File: config.mk
export PLATFORM = sky130hd
export DESIGN_NAME = amcal_top
export DESIGN_NICKNAME = d
export VERILOG_FILES = /design/src/verilog/amcal_pkg.sv /design/src/verilog/amcal_sar_if.sv /design/src/verilog/amcal_sar.sv /design/src/verilog/amcal_target.sv /design/src/verilog/amcal_top.sv
export SDC_FILE = /design/constraint.sdc
export NUM_CORES = 1
export LEC_CHECK = 0
export ABC_AREA = 1
export BUFFER_PORTS_ARGS = -buffer_cell sky130_fd_sc_hd__buf_2
export CAP_MARGIN = 40
export CORE_MARGIN = 5
export CORE_UTILIZATION = 55
export CTS_CLUSTER_SIZE = 28
export DETAILED_ROUTE_END_ITERATION = 10
export GPL_ROUTABILITY_DRIVEN = 0
export PLACE_DENSITY_LB_ADDON = 0.05
export SYNTH_ARGS = -nofsm -noshare
export SYNTH_HDL_FRONTEND = slang
export SYNTH_SLANG_ARGS = --single-unit
File: constraint.sdc
create_clock -name sys_clk -period 39.4 [get_ports sys_clk]
set_input_delay 11.82 -clock sys_clk [delete_from_list [all_inputs] [get_ports sys_clk]]
set_output_delay 11.82 -clock sys_clk [all_outputs]
set_load 0.01 [all_outputs]
File: src/verilog/amcal_pkg.sv
package amcal_pkg;
    // Register map, 6-bit addresses
    localparam logic [5:0] ADDR_TX_CFG  = 6'h00;
    localparam logic [5:0] ADDR_PROTO   = 6'h01;
    localparam logic [5:0] ADDR_DEPTH   = 6'h02;
    localparam logic [5:0] ADDR_NORMAL  = 6'h03;
    localparam logic [5:0] ADDR_MODLVL  = 6'h04;
    localparam logic [5:0] ADDR_DISPLAY = 6'h05;
    localparam logic [5:0] ADDR_ADC     = 6'h06;
    localparam logic [5:0] ADDR_CMD     = 6'h07;
    localparam logic [5:0] ADDR_STATUS  = 6'h08;
    // Field positions
    localparam int TX_AM_BIT  = 0;
    localparam int TX_EN_BIT  = 1;
    localparam int SRC_BIT    = 7;
    localparam int RATIO_LSB  = 1;
    localparam int RATIO_MSB  = 6;
    localparam int BUSY_BIT   = 0;
    // Reset values
    localparam logic [7:0] RST_TX_CFG = 8'h00;
    localparam logic [2:0] RST_PROTO  = 3'h0;
    localparam logic [7:0] RST_DEPTH  = 8'h1C;
    localparam logic [7:0] RST_NORMAL = 8'h00;
    localparam logic [7:0] RST_MODLVL = 8'h00;
    // Commands written to ADDR_CMD
    localparam logic [7:0] CMD_CALIBRATE = 8'h01;
    localparam logic [7:0] CMD_MEASURE   = 8'h02;
    localparam logic [7:0] CMD_PRESET    = 8'h03;
    // Protocol codes
    localparam logic [2:0] PROTO_TYPE_A   = 3'h0;
    localparam logic [2:0] PROTO_TYPE_B   = 3'h1;
    localparam logic [2:0] PROTO_VICINITY = 3'h2;
    localparam logic [2:0] PROTO_PROP_212 = 3'h3;
    localparam logic [2:0] PROTO_PROP_424 = 3'h4;
    localparam logic [2:0] PROTO_NFC_106  = 3'h5;
    localparam logic [2:0] PROTO_NFC_212  = 3'h6;
    localparam logic [2:0] PROTO_NFC_424  = 3'h7;
    // Field settling time after a driver change
    localparam int CLK_PERIOD_NS = 8;
    localparam int SETTLE_NS     = 1000;
    localparam int SETTLE_CYC    = (SETTLE_NS + CLK_PERIOD_NS - 1) / CLK_PERIOD_NS;

    typedef enum logic [2:0] {
        ST_IDLE   = 3'b000,
        ST_SETTLE = 3'b001,
        ST_MEAS   = 3'b010,
        ST_TGT    = 3'b011,
        ST_SAR    = 3'b100
    } amcal_state_t;

    typedef enum logic [1:0] {
        SAR_IDLE   = 2'b00,
        SAR_SETTLE = 2'b01,
        SAR_WAIT   = 2'b10
    } amcal_sar_state_t;
endpackage

File: src/verilog/amcal_sar_if.sv
`timescale 1ns/1ns
interface amcal_sar_if;
    logic       start;
    logic [7:0] target;
    logic       adc_done;
    logic [7:0] adc_data;
    logic       busy;
    logic       done;
    logic [7:0] code;
    logic [7:0] result;
    logic       adc_start;
    modport ctrl (output start, target, adc_done, adc_data,
                  input busy, done, code, result, adc_start);
    modport engine (input start, target, adc_done, adc_data,
                    output busy, done, code, result, adc_start);
endinterface

File: src/verilog/amcal_sar.sv
`timescale 1ns/1ns
module amcal_sar #(
    parameter int SEG_W      = 8,
    parameter int SETTLE_CYC = amcal_pkg::SETTLE_CYC
) (
    input wire logic  sys_clk, // Clock
    input wire logic  rst,     // Async reset
    amcal_sar_if.engine sar    // Search control
);
    if (SEG_W != 8 || SETTLE_CYC < 1 || SETTLE_CYC > 65535)
    begin : g_chk
        $error("amcal_sar: unsupported parameters");
    end

    amcal_pkg::amcal_sar_state_t st_q;
    logic [7:0]  trial_q;
    logic [2:0]  bit_q;
    logic [15:0] cnt_q;
    logic        keep;

    assign keep          = sar.adc_data >= sar.target;
    assign sar.code      = trial_q;
    assign sar.busy      = st_q != amcal_pkg::SAR_IDLE;
    assign sar.adc_start = st_q == amcal_pkg::SAR_SETTLE && cnt_q == 16'(SETTLE_CYC - 1);

    always_ff @(posedge sys_clk or posedge rst)
    begin
        if (rst)
        begin
            st_q       <= amcal_pkg::SAR_IDLE;
            trial_q    <= 8'h00;
            bit_q      <= 3'h7;
            cnt_q      <= 16'h0000;
            sar.done   <= 1'b0;
            sar.result <= 8'h00;
        end
        else
        begin
            sar.done <= 1'b0;
            case (st_q)
                amcal_pkg::SAR_IDLE:
                    if (sar.start)
                    begin
                        trial_q <= 8'h80;
                        bit_q   <= 3'h7;
                        cnt_q   <= 16'h0000;
                        st_q    <= amcal_pkg::SAR_SETTLE;
                    end
                amcal_pkg::SAR_SETTLE:
                    if (sar.adc_start)
                        st_q <= amcal_pkg::SAR_WAIT;
                    else
                        cnt_q <= cnt_q + 16'h0001;
                amcal_pkg::SAR_WAIT:
                    if (sar.adc_done)
                    begin
                        if (bit_q == 3'h0)
                        begin
                            sar.result <= {trial_q[7:1], keep};
                            sar.done   <= 1'b1;
                            st_q       <= amcal_pkg::SAR_IDLE;
                        end
                        else
                        begin
                            trial_q[bit_q]        <= keep;
                            trial_q[bit_q - 3'h1] <= 1'b1;
                            bit_q                 <= bit_q - 3'h1;
                            cnt_q                 <= 16'h0000;
                            st_q                  <= amcal_pkg::SAR_SETTLE;
                        end
                    end
                default:
                    st_q <= amcal_pkg::SAR_IDLE;
            endcase
        end
    end

    property p_sar_msb;
        @(posedge sys_clk) disable iff (rst)
        (st_q == amcal_pkg::SAR_IDLE && sar.start) |=> sar.code == 8'h80 ##1 sar.busy;
    endproperty
    a_sar_msb: assert property (p_sar_msb) else $error("search not MSB first");

    property p_sar_keep;
        @(posedge sys_clk) disable iff (rst)
        (st_q == amcal_pkg::SAR_WAIT && sar.adc_done && bit_q != 3'h0)
            |=> sar.code[$past(bit_q)] == $past(keep) && sar.code[$past(bit_q) - 3'h1];
    endproperty
    a_sar_keep: assert property (p_sar_keep) else $error("search step wrong");
endmodule

File: src/verilog/amcal_target.sv
`timescale 1ns/1ns
module amcal_target (
    input  wire logic       sys_clk,  // Clock
    input  wire logic       rst,      // Async reset
    input  wire logic       load,     // Fresh carrier amplitude
    input  wire logic [7:0] amp,      // Carrier amplitude
    input  wire logic [5:0] ratio,    // Depth ratio code
    output logic      [7:0] target    // Target modulated level
);
    // amp / 1.ratio, done as amp*64 / (64 + ratio)
    function automatic logic [7:0] div_ratio(input logic [7:0] a, input logic [5:0] r);
        logic [13:0] num;
        logic [13:0] den;
        logic [13:0] quo;
        num = {a, 6'h00};
        den = {7'h00, 1'b1, r};
        quo = num / den;
        return quo[7:0];
    endfunction

    always_ff @(posedge sys_clk or posedge rst)
    begin
        if (rst)
            target <= 8'h00;
        else if (load)
            target <= div_ratio(amp, ratio);
    end

    property p_target_bound;
        @(posedge sys_clk) disable iff (rst)
        load |=> (target <= $past(amp)) && ($past(ratio) != 6'h00 || target == $past(amp));
    endproperty
    a_target_bound: assert property (p_target_bound) else $error("target level wrong");
endmodule

File: src/verilog/amcal_top.sv
`timescale 1ns/1ns
//Contract
// - Config bit chooses on-off keying or amplitude modulation.
// - Analog preset picks AM for type B, proprietary 212/424, NFC 212/424.
// - Source bit 0: modulated level comes from calibration result.
// - Ratio code in depth bits 6..1 sets target depth.
// - Target equals stored 8-bit carrier amplitude divided by 1.code.
// - Codes map monotonically from 0% to 33% modulation index.
// - Depth made by disabling binary-weighted driver segments; all on normally.
// - Normal-level register can raise unmodulated driver resistance.
// - Calibrate: enable carrier, measure amplitude, store it, derive target.
// - Successive approximation brings field closest to target.
// - Final setting goes to display register and drives modulated level.
// - Source bit 1: modulated level from host-written register.
module amcal_top (
    input  wire logic       sys_clk,                 // 125 MHz clock
    input  wire logic       rst,                     // Async reset, high
    input  wire logic [5:0] reg_addr,                // Register address
    input  wire logic [7:0] reg_wdata,               // Write data
    input  wire logic       reg_wr,                  // Write strobe
    input  wire logic       reg_rd,                  // Read strobe
    output logic      [7:0] reg_rdata,               // Read data, next cycle
    input  wire logic       mod_req,                 // Modulator on
    output logic            adc_start,               // Start amplitude conversion
    input  wire logic       adc_done,                // Conversion finished
    input  wire logic [7:0] adc_data,                // Sensed carrier amplitude
    output logic            tx_on,                   // Transmitter enabled
    output logic      [7:0] antenna_driver_outputs,  // Segment enables
    output logic      [7:0] antenna_driver_outputs_b // Segment enables, other leg
);
    amcal_pkg::amcal_state_t st_q;
    logic [7:0]  tx_cfg_q;
    logic [2:0]  proto_q;
    logic [7:0]  depth_q;
    logic [7:0]  normal_q;
    logic [7:0]  modlvl_q;
    logic [7:0]  display_q;
    logic [7:0]  adc_q;
    logic        cal_q;
    logic [15:0] cnt_q;
    logic        own_start;
    logic        cmd_wr;
    logic        busy;
    logic [7:0]  target;
    logic [7:0]  code_d;
    logic        on_d;
    logic        am_sel;
    logic        src_sel;
    logic        preset_am;

    amcal_sar_if sar_bus ();

    assign busy      = st_q != amcal_pkg::ST_IDLE;
    assign cmd_wr    = reg_wr && reg_addr == amcal_pkg::ADDR_CMD && !busy;
    assign am_sel    = tx_cfg_q[amcal_pkg::TX_AM_BIT];
    assign src_sel   = depth_q[amcal_pkg::SRC_BIT];
    assign own_start = st_q == amcal_pkg::ST_SETTLE
                       && cnt_q == 16'(amcal_pkg::SETTLE_CYC - 1);
    assign adc_start = own_start || sar_bus.adc_start;

    assign sar_bus.start    = st_q == amcal_pkg::ST_TGT;
    assign sar_bus.target   = target;
    assign sar_bus.adc_done = adc_done && st_q == amcal_pkg::ST_SAR;
    assign sar_bus.adc_data = adc_data;

    always_comb
    begin
        case (proto_q)
            amcal_pkg::PROTO_TYPE_B,
            amcal_pkg::PROTO_PROP_212,
            amcal_pkg::PROTO_PROP_424,
            amcal_pkg::PROTO_NFC_212,
            amcal_pkg::PROTO_NFC_424: preset_am = 1'b1;
            default:                  preset_am = 1'b0;
        endcase
    end

    amcal_target u_target (
        .sys_clk (sys_clk),
        .rst     (rst),
        .load    (st_q == amcal_pkg::ST_MEAS && adc_done && cal_q),
        .amp     (adc_data),
        .ratio   (depth_q[amcal_pkg::RATIO_MSB:amcal_pkg::RATIO_LSB]),
        .target  (target)
    );

    amcal_sar u_sar (
        .sys_clk (sys_clk),
        .rst     (rst),
        .sar     (sar_bus)
    );

    // Configuration registers
    always_ff @(posedge sys_clk or posedge rst)
    begin
        if (rst)
        begin
            tx_cfg_q <= amcal_pkg::RST_TX_CFG;
            proto_q  <= amcal_pkg::RST_PROTO;
            depth_q  <= amcal_pkg::RST_DEPTH;
            normal_q <= amcal_pkg::RST_NORMAL;
            modlvl_q <= amcal_pkg::RST_MODLVL;
        end
        else
        begin
            if (reg_wr && reg_addr == amcal_pkg::ADDR_TX_CFG)
                tx_cfg_q <= {6'h00, reg_wdata[1:0]};
            if (cmd_wr && reg_wdata == amcal_pkg::CMD_PRESET)
                tx_cfg_q[amcal_pkg::TX_AM_BIT] <= preset_am;
            if (reg_wr && reg_addr == amcal_pkg::ADDR_PROTO)
                proto_q <= reg_wdata[2:0];
            if (reg_wr && reg_addr == amcal_pkg::ADDR_DEPTH)
                depth_q <= {reg_wdata[7:1], 1'b0};
            if (reg_wr && reg_addr == amcal_pkg::ADDR_NORMAL)
                normal_q <= reg_wdata;
            if (reg_wr && reg_addr == amcal_pkg::ADDR_MODLVL)
                modlvl_q <= reg_wdata;
        end
    end

    // Command sequencer
    always_ff @(posedge sys_clk or posedge rst)
    begin
        if (rst)
        begin
            st_q  <= amcal_pkg::ST_IDLE;
            cal_q <= 1'b0;
            cnt_q <= 16'h0000;
        end
        else
        begin
            case (st_q)
                amcal_pkg::ST_IDLE:
                    if (cmd_wr && (reg_wdata == amcal_pkg::CMD_CALIBRATE
                                   || reg_wdata == amcal_pkg::CMD_MEASURE))
                    begin
                        cal_q <= reg_wdata == amcal_pkg::CMD_CALIBRATE;
                        cnt_q <= 16'h0000;
                        st_q  <= amcal_pkg::ST_SETTLE;
                    end
                amcal_pkg::ST_SETTLE:
                    if (own_start)
                        st_q <= amcal_pkg::ST_MEAS;
                    else
                        cnt_q <= cnt_q + 16'h0001;
                amcal_pkg::ST_MEAS:
                    if (adc_done)
                        st_q <= cal_q ? amcal_pkg::ST_TGT : amcal_pkg::ST_IDLE;
                amcal_pkg::ST_TGT:
                    st_q <= amcal_pkg::ST_SAR;
                amcal_pkg::ST_SAR:
                    if (sar_bus.done)
                        st_q <= amcal_pkg::ST_IDLE;
                default:
                    st_q <= amcal_pkg::ST_IDLE;
            endcase
        end
    end

    // Measurement and result registers
    always_ff @(posedge sys_clk or posedge rst)
    begin
        if (rst)
        begin
            adc_q     <= 8'h00;
            display_q <= 8'h00;
        end
        else
        begin
            if (st_q == amcal_pkg::ST_MEAS && adc_done)
                adc_q <= adc_data;
            if (st_q == amcal_pkg::ST_SAR && sar_bus.done)
                display_q <= sar_bus.result;
        end
    end

    // Driver level selection; a set code bit turns its segment off
    always_comb
    begin
        code_d = normal_q;
        on_d   = tx_cfg_q[amcal_pkg::TX_EN_BIT];
        case (st_q)
            amcal_pkg::ST_IDLE:
                if (mod_req)
                begin
                    if (!am_sel)
                        on_d = 1'b0;
                    else if (src_sel)
                        code_d = modlvl_q;
                    else
                        code_d = display_q;
                end
            amcal_pkg::ST_SAR:
            begin
                on_d   = 1'b1;
                code_d = sar_bus.code;
            end
            default:
                on_d = 1'b1;
        endcase
    end

    always_ff @(posedge sys_clk or posedge rst)
    begin
        if (rst)
        begin
            tx_on                    <= 1'b0;
            antenna_driver_outputs   <= 8'h00;
            antenna_driver_outputs_b <= 8'h00;
        end
        else
        begin
            tx_on                    <= on_d;
            antenna_driver_outputs   <= on_d ? ~code_d : 8'h00;
            antenna_driver_outputs_b <= on_d ? ~code_d : 8'h00;
        end
    end

    // Register read port
    always_ff @(posedge sys_clk or posedge rst)
    begin
        if (rst)
            reg_rdata <= 8'h00;
        else if (!reg_rd)
            reg_rdata <= 8'h00;
        else
        begin
            case (reg_addr)
                amcal_pkg::ADDR_TX_CFG:  reg_rdata <= tx_cfg_q;
                amcal_pkg::ADDR_PROTO:   reg_rdata <= {5'h00, proto_q};
                amcal_pkg::ADDR_DEPTH:   reg_rdata <= depth_q;
                amcal_pkg::ADDR_NORMAL:  reg_rdata <= normal_q;
                amcal_pkg::ADDR_MODLVL:  reg_rdata <= modlvl_q;
                amcal_pkg::ADDR_DISPLAY: reg_rdata <= display_q;
                amcal_pkg::ADDR_ADC:     reg_rdata <= adc_q;
                amcal_pkg::ADDR_STATUS:  reg_rdata <= {7'h00, busy};
                default:                 reg_rdata <= 8'h00;
            endcase
        end
    end

    property p_ook_off;
        @(posedge sys_clk) disable iff (rst)
        (st_q == amcal_pkg::ST_IDLE && mod_req && !am_sel)
            |=> !tx_on && antenna_driver_outputs == 8'h00;
    endproperty
    a_ook_off: assert property (p_ook_off) else $error("keying did not cut carrier");

    property p_preset;
        @(posedge sys_clk) disable iff (rst)
        (cmd_wr && reg_wdata == amcal_pkg::CMD_PRESET)
            |=> tx_cfg_q[amcal_pkg::TX_AM_BIT] == $past(preset_am);
    endproperty
    a_preset: assert property (p_preset) else $error("preset chose wrong modulation");

    property p_src_cal;
        @(posedge sys_clk) disable iff (rst)
        (st_q == amcal_pkg::ST_IDLE && mod_req && am_sel && !src_sel && on_d)
            |=> antenna_driver_outputs == ~$past(display_q);
    endproperty
    a_src_cal: assert property (p_src_cal) else $error("calibrated level not used");

    property p_src_host;
        @(posedge sys_clk) disable iff (rst)
        (st_q == amcal_pkg::ST_IDLE && mod_req && am_sel && src_sel && on_d)
            |=> antenna_driver_outputs == ~$past(modlvl_q);
    endproperty
    a_src_host: assert property (p_src_host) else $error("host level not used");

    property p_normal;
        @(posedge sys_clk) disable iff (rst)
        (st_q == amcal_pkg::ST_IDLE && !mod_req && on_d)
            |=> antenna_driver_outputs == ~$past(normal_q) && tx_on;
    endproperty
    a_normal: assert property (p_normal) else $error("normal level wrong");

    property p_cal_meas;
        @(posedge sys_clk) disable iff (rst)
        (st_q == amcal_pkg::ST_MEAS && adc_done && cal_q)
            |=> adc_q == $past(adc_data) ##1 sar_bus.busy && tx_on;
    endproperty
    a_cal_meas: assert property (p_cal_meas) else $error("measure step wrong");

    property p_display;
        @(posedge sys_clk) disable iff (rst)
        (st_q == amcal_pkg::ST_SAR && sar_bus.done)
            |=> display_q == $past(sar_bus.result) && st_q == amcal_pkg::ST_IDLE;
    endproperty
    a_display: assert property (p_display) else $error("result not stored");
endmodule
==> key figures, run 1 <==
Routing
  • DR top layer: met4
  • WL met3: 885 µm
  • DRC viols: 0
  • M1 WL: 11200 µm
  • Via count: 8804
  • Wirelength per Cell: 14.9 µm
  • Pre-antenna DRT Iters: 5
  • Met2 Wirelength: approximately 12000 µm
  • Final WL: around 24000 µm
  • Antenna Violating Nets Remaining: 0
  • Vias per cell: 5.38
  • DR iter-0 viols: around 530

Layout
  • Nets: 1484
  • Area delta synth->final: 11.8%
  • FILL cells: roughly 1600
  • Inserted Diodes: 0
  • Area of the multi-input gates: 0.00550 mm²
  • Sequential standard cell area: 0.00319 mm²
  • Share of cells above drive strength 1: 12.2%

Synthesis
  • Avg Inst Size Synth: between 7 and 8 µm²
  • Cell with the most instances after synthesis: nand2_1
  • Top_reg_cell synth: dfrtp_1
  • Area leader, netlist: dfrtp_1
  • Seq cells post-synth: approximately 130
  • Most instantiated cells after synthesis: nand2_1 (300), inv_1 (203), o21ai_0 (134)
  • Synth area leaders: dfrtp_1 (31%), nand2_1 (12%), inv_1 (7.9%)
  • Ys async rst share: 100%
  • EDFF count, synth: 0
  • Post-Syn Area: a little under 0.01 mm²
  • Gate Count Post-Synth: 1345
  • Synth Warn #: 0
  • Top cell type's share of synthesized area: between 30% and 40%
  • Seq/Total Area, Yosys: between 30% and 40%
  • Netlist cell types: 54
  • Synth Net Count: 1431

Setup path
  • Max stage delay on crit path: 0.42 ns
  • Worst EP arrival: 25.32 ns
  • Required @ worst endpoint: 39.71 ns
  • Critical Path Sink Type: register
  • CP dominant cell by count: nand2_1
  • Crit Path Category: in -> reg
  • Startpoint Class: primary input
  • Peak fanout along the critical path: 11
  • Slowest CP cell: o21ai_0

Clocking
  • CTS root buffer: clkbuf_16
  • # clock sinks: 127
  • Cts hold-fix bufs: 0
  • CTS tree: yes
  • H-Tree Depth: 4
  • Total setup buffers inserted after CTS: 0
  • CTS Buf Count: 17
  • Worst skew pair latency: 0.42 ns
  • CTS Buffer Depth: 2
  • Cts repair resizes: 0
  • Clk pin slew, worst setup/hold paths: about 0.060 ns

GRT
  • Overall Global Routing Usage: 24.9%
  • Initial antenna violation count: 0
  • Largest net degree at the start of global routing: between 60 and 70
  • First-pass GRT wire length: 41200 µm
  • Total grt overflow: 0
  • Vias in the first global route: 8559

Timing
  • Fmax: 40.0 MHz
  • Final hold violations: 0
  • RSZ-0062 raised after global routing: no
  • Worst Max-Slew Pin Slew: 0.758 ns
  • Period minus WS final: 25.01 ns
  • Relative slew slack: about half
  • Setup tns final: 0 ns
  • Pins Over Slew Limit: 0
  • Count of final setup violators: 0
  • Final worst-path cycle share: 63.5%
  • Clock skew: 0.00912 ns

Floorplan
  • Die X-Extent: 142 µm
  • Die H: roughly 140 µm
  • Initial Util: a little under three fifths
  • Row count: 48
  • Core area: 0.0172 mm²
  • Die area: just over 0.02 mm²
  • I/O Pins: 54

Placement
  • Number of port buffers: 53
  • DP HPWL: 18500 µm

Run
  • Max-cap violations: 0

Min path
  • Hold Path Class: reg -> reg

Status
  • Outcome: complete, no violations
[per-stage QoR]
| stage | cell area [µm²] | hold slack [ns] | setup slack [ns] | util [%] | std cells |
|---|---|---|---|---|---|
| final | 10800 | 0.488 | 14.39 | 62.6 | 1636 |
| after global routing | 10800 | 0.517 | 12.92 | 62.6 | 1636 |
| after CTS | 10800 | 0.488 | 14.51 | 62.6 | 1636 |
| after detailed placement | 10100 | 0.473 | 14.21 | 58.7 | 1604 |
| after global placement | 10100 | 0.467 | 14.65 | 58.5 | 1601 |
| after floorplan | 9640 | 0.423 | 15.80 | - | 1345 |
[flip-flops by register name (all words and copies together) (netlist names), 2 cells and up]
register / flops
display_q: 8
depth_q: 7
adc_q: 8
u_sar.st_q: 2
tx_cfg_q: 2
proto_q: 3
u_sar.bit_q: 3
modlvl_q: 8
reg_rdata: 8
cnt_q: 16
u_sar.sar.result: 8
st_q: 3
u_sar.sar.code: 8
normal_q: 8
u_sar.cnt_q: 16
antenna_driver_outputs_b: 8
u_target.target: 8
[path summary, 6_finish.rpt]
check                      depth (start not counted)                 from  slack, ns                   to
setup / recovery                                  88          adc_data[5]      14.39   u_target.target[0]
hold / removal                                     2  u_sar.sar.result[6]       0.49  u_sar.sar.result[6]
setup reg to reg                                  88           depth_q[1]      24.72   u_target.target[0]
hold reg to reg                                    2  u_sar.sar.result[6]       0.49  u_sar.sar.result[6]
max in group asynchronous                          4                  rst      26.85             adc_q[2]
min in group asynchronous                          2                  rst      11.47       u_sar.cnt_q[8]
[area by class of cell]
class	count	share of cell area, %
multi-input combinational	973	51.0
sequential	127	29.5
inverter	220	7.70
clock buffer	20	4.23
timing repair buffer	59	3.06
tap	225	2.61
clock inverter	12	1.90
[metal layers]
layer  track usage [%]  up-vias
li1                  -     4552
met1              32.8     4014
met2              42.0      190
met3              3.23       48
met4              8.95        0
met5                 0        -
[placed cells by master (no fill, tap or decap), types with 3 or more instances in the layout]
cell type and n:
nand3_4 8, nor2_4 6, buf_2 53, ha_1 57, o21ai_0 134, o211ai_1 8, nand3_2 7, nand3b_1 4
o311ai_0 6, inv_2 13, o21a_1 7, nand2_1 300, o21bai_1 3, nand4_1 20, nand2_2 12, xor2_1 20
nor4_1 8, buf_4 5, a211oi_1 11, a2111oi_0 3, nor3b_1 8, o21ai_1 5, dfrtp_1 121, nor2_1 106
nand3_1 83, or2_2 6, a22oi_1 4, clkbuf_16 17, nor2_2 3, clkinv_1 3, nand2_4 10, a21oi_1 63
xnor2_1 9, nor3_1 18, nor2_8 4, o22ai_1 18, dfstp_2 6, inv_1 202, bufinv_16 5, a31oi_1 5
[worst max-delay path, delay by kind of cell]
kind,cells,cell delay (ns)
adder cells (fa/ha/maj),9,2.99
AND/OR/NAND/NOR,46,5.21
buffers and inverters,13,1.17
AO/OA/AOI/OAI,20,4.10
[kinds of logic (layout without fill, tap and decap cells)]
kind of cell / after synthesis / after routing / synth area share (%)
fa+ha+maj: 58 / 58 / 7.60
compound gates: 277 / 277 / 16.3
flops: 127 / 127 / 33.0
buf+inv: 245 / 311 / 9.98
xor+xnor: 29 / 29 / 2.63
simple gates: 609 / 609 / 30.5
Power of run 1 is left out: the tool's default activity adds up to more than one toggle a clock period on the data nets, which glitch-free logic cannot reach.
==> run 2, diff against run 1 <==
==> constraint.sdc (replaced) <==
create_clock -name sys_clk -period 23.2 [get_ports sys_clk]
set_input_delay 6.96 -clock sys_clk [delete_from_list [all_inputs] [get_ports sys_clk]]
set_output_delay 6.96 -clock sys_clk [all_outputs]
set_load 0.01 [all_outputs]
==> run 2 against run 1 <==
  * Hold slack improved by 0.00074 ns
  * Via count increased by 1.1%
  * Setup slack got worse by 11 ns
  * Clock-buffer cell count unchanged
  * Design area decreased by 0.70%
  * Die area unchanged
  * Flip-flop and latch count unchanged
  * Cell count about the same
  * Core utilization decreased by 0.44 points
  * Critical path depth increased by 1
  * Register-to-register slack got worse by 16 ns
  * Critical endpoint unchanged
  * Largest cell class unchanged
==> key figures, run 2 (synthesis results as in run 1) <==
Setup path
  • Worst setup path start: adc_data[5]
  • Startpoint Class: primary input
  • Peak fanout along the critical path: 11
  • Critical Path Sink Type: register
  • Worst reg2reg path depth: slightly below 90
  • Worst setup path endpoint: u_target.target[0]
  • CP dominant cell by count: nand2_1
  • Reg-to-Reg End: u_target.target[0]
  • Worst reg2reg setup slack: 8.61 ns
  • Slowest CP cell: o21ai_0
  • Required @ worst endpoint: 23.51 ns
  • Crit Path Category: in -> reg
  • Reg-to-reg startpoint: depth_q[1]
  • Max stage delay on crit path: about 0.42 ns
  • Worst EP arrival: 20.41 ns

GRT
  • Total grt overflow: 0
  • Largest net degree at the start of global routing: 63
  • Vias in the first global route: 8485
  • Overall Global Routing Usage: about a quarter
  • First-pass GRT wire length: 40100 µm
  • Initial antenna violation count: 0

Timing
  • Fmax: 49.8 MHz
  • Worst Max-Slew Pin Slew: 0.814 ns
  • Count of final setup violators: 0
  • Setup tns final: 0 ns
  • Clock skew: 0.00815 ns
  • Final worst-path cycle share: 86.6%
  • Final setup margin: 3.10 ns
  • Final hold violations: 0
  • Period minus WS final: 20.10 ns
  • Relative slew slack: ~46%
  • Pins Over Slew Limit: 0
  • RSZ-0062 raised after global routing: no

Status
  • Outcome: complete, no violations

Routing
  • DRC viols: 0
  • DR iter-0 viols: 506
  • Vias per cell: 5.44
  • Final WL: between 20000 and 25000 µm
  • Via count: 8900
  • Wirelength per Cell: 14.7 µm
  • Pre-antenna DRT Iters: 5
  • Antenna Violating Nets Remaining: 0

Layout
  • Area delta synth->final: 11.1%
  • Inserted Diodes: 0
  • Most common library cell in the layout ignoring fill and taps: nand2_1
  • Nets: 1484
  • Fin util: 62.1%
  • Top flop regs: cnt_q x16, u_sar.cnt_q x16
  • Share of cells above drive strength 1: ~12%
  • Finished layout cell area: 0.0107 mm²
  • Most frequent cells in the layout: nand2_1 (300), inv_1 (202), o21ai_0 (134)

Placement
  • Number of port buffers: 53
  • Dpl ws: 2.87 ns
  • DP HPWL: 18400 µm
  • Post-DP Area: approximately 0.01 mm²

Clocking
  • Cts hold-fix bufs: 0
  • CTS root buffer: clkbuf_16
  • CTS Buf Count: 17
  • Cts repair resizes: 0
  • CTS tree: yes
  • # clock sinks: 127
  • CTS Buffer Depth: 2
  • Total setup buffers inserted after CTS: 0
  • Clk pin slew, worst setup/hold paths: 0.05 ns
  • H-Tree Depth: 4
  • Worst skew pair latency: ~0.41 ns

Floorplan
  • Core area: 0.0172 mm²
  • Die X-Extent: 142 µm
  • Initial Util: 55.9%
  • Row count: 48
  • I/O Pins: 54
  • Die H: 142 µm
  • Die area: 0.0203 mm²

Min path
  • Hold Path Class: reg -> reg

Run
  • Max-cap violations: 0
run 2: changes by cell type in the layout (fill, tap and decap cells not counted), sizes merged:
cell	previous run	this run
clkinvlp	2	1
bufinv	5	3
clkinv	6	9
inv	219	218
run 2: layout make-up:
cell class	count	area, µm²
clock inverters	11	140
multi-input cells	973	5500
fillers	1576	6530
flip-flops and latches	127	3190
clock buffers	20	447
inverters	220	831
well taps	225	282
repair buffers	59	330
run 2: layer usage:
layer,vias up,GRT usage (%),share of wire (%)
li1,4559,-,-
met2,216,40.7,47
met1,4066,31.9,46
met5,-,0,0
met3,59,3.02,4.1
met4,0,10.3,3.5
run 2: worst min path at each step:
stage	start	end	cells after the start	slack (ns)
6_report	modlvl_q[2]	modlvl_q[2]	2	0.49
5_1_grt	depth_q[3]	depth_q[3]	2	0.50
4_1_cts	modlvl_q[2]	modlvl_q[2]	2	0.49
3_5_place_dp	modlvl_q[0]	modlvl_q[0]	2	0.47
3_3_place_gp	depth_q[6]	depth_q[6]	2	0.47
2_1_floorplan	u_sar.sar.code[0]	antenna_driver_outputs_b[0]	1	0.42
run 2: through the flow:
stage,std cells,hold slack (ns)
floorplan,1345,0.423
global placement,1601,0.467
detailed placement,1604,0.474
CTS,1635,0.488
global route,1635,0.497
finish,1635,0.488
run 2: critical path, delay by kind of cell:
family / cells / cell delay [ns]
adders and majority gates: 9 / 3.02
buffers and inverters: 13 / 1.16
AOI/OAI and AO/OA: 22 / 4.15
and+or+nand+nor: 45 / 5.09
Power of run 2 is left out for the same reason.
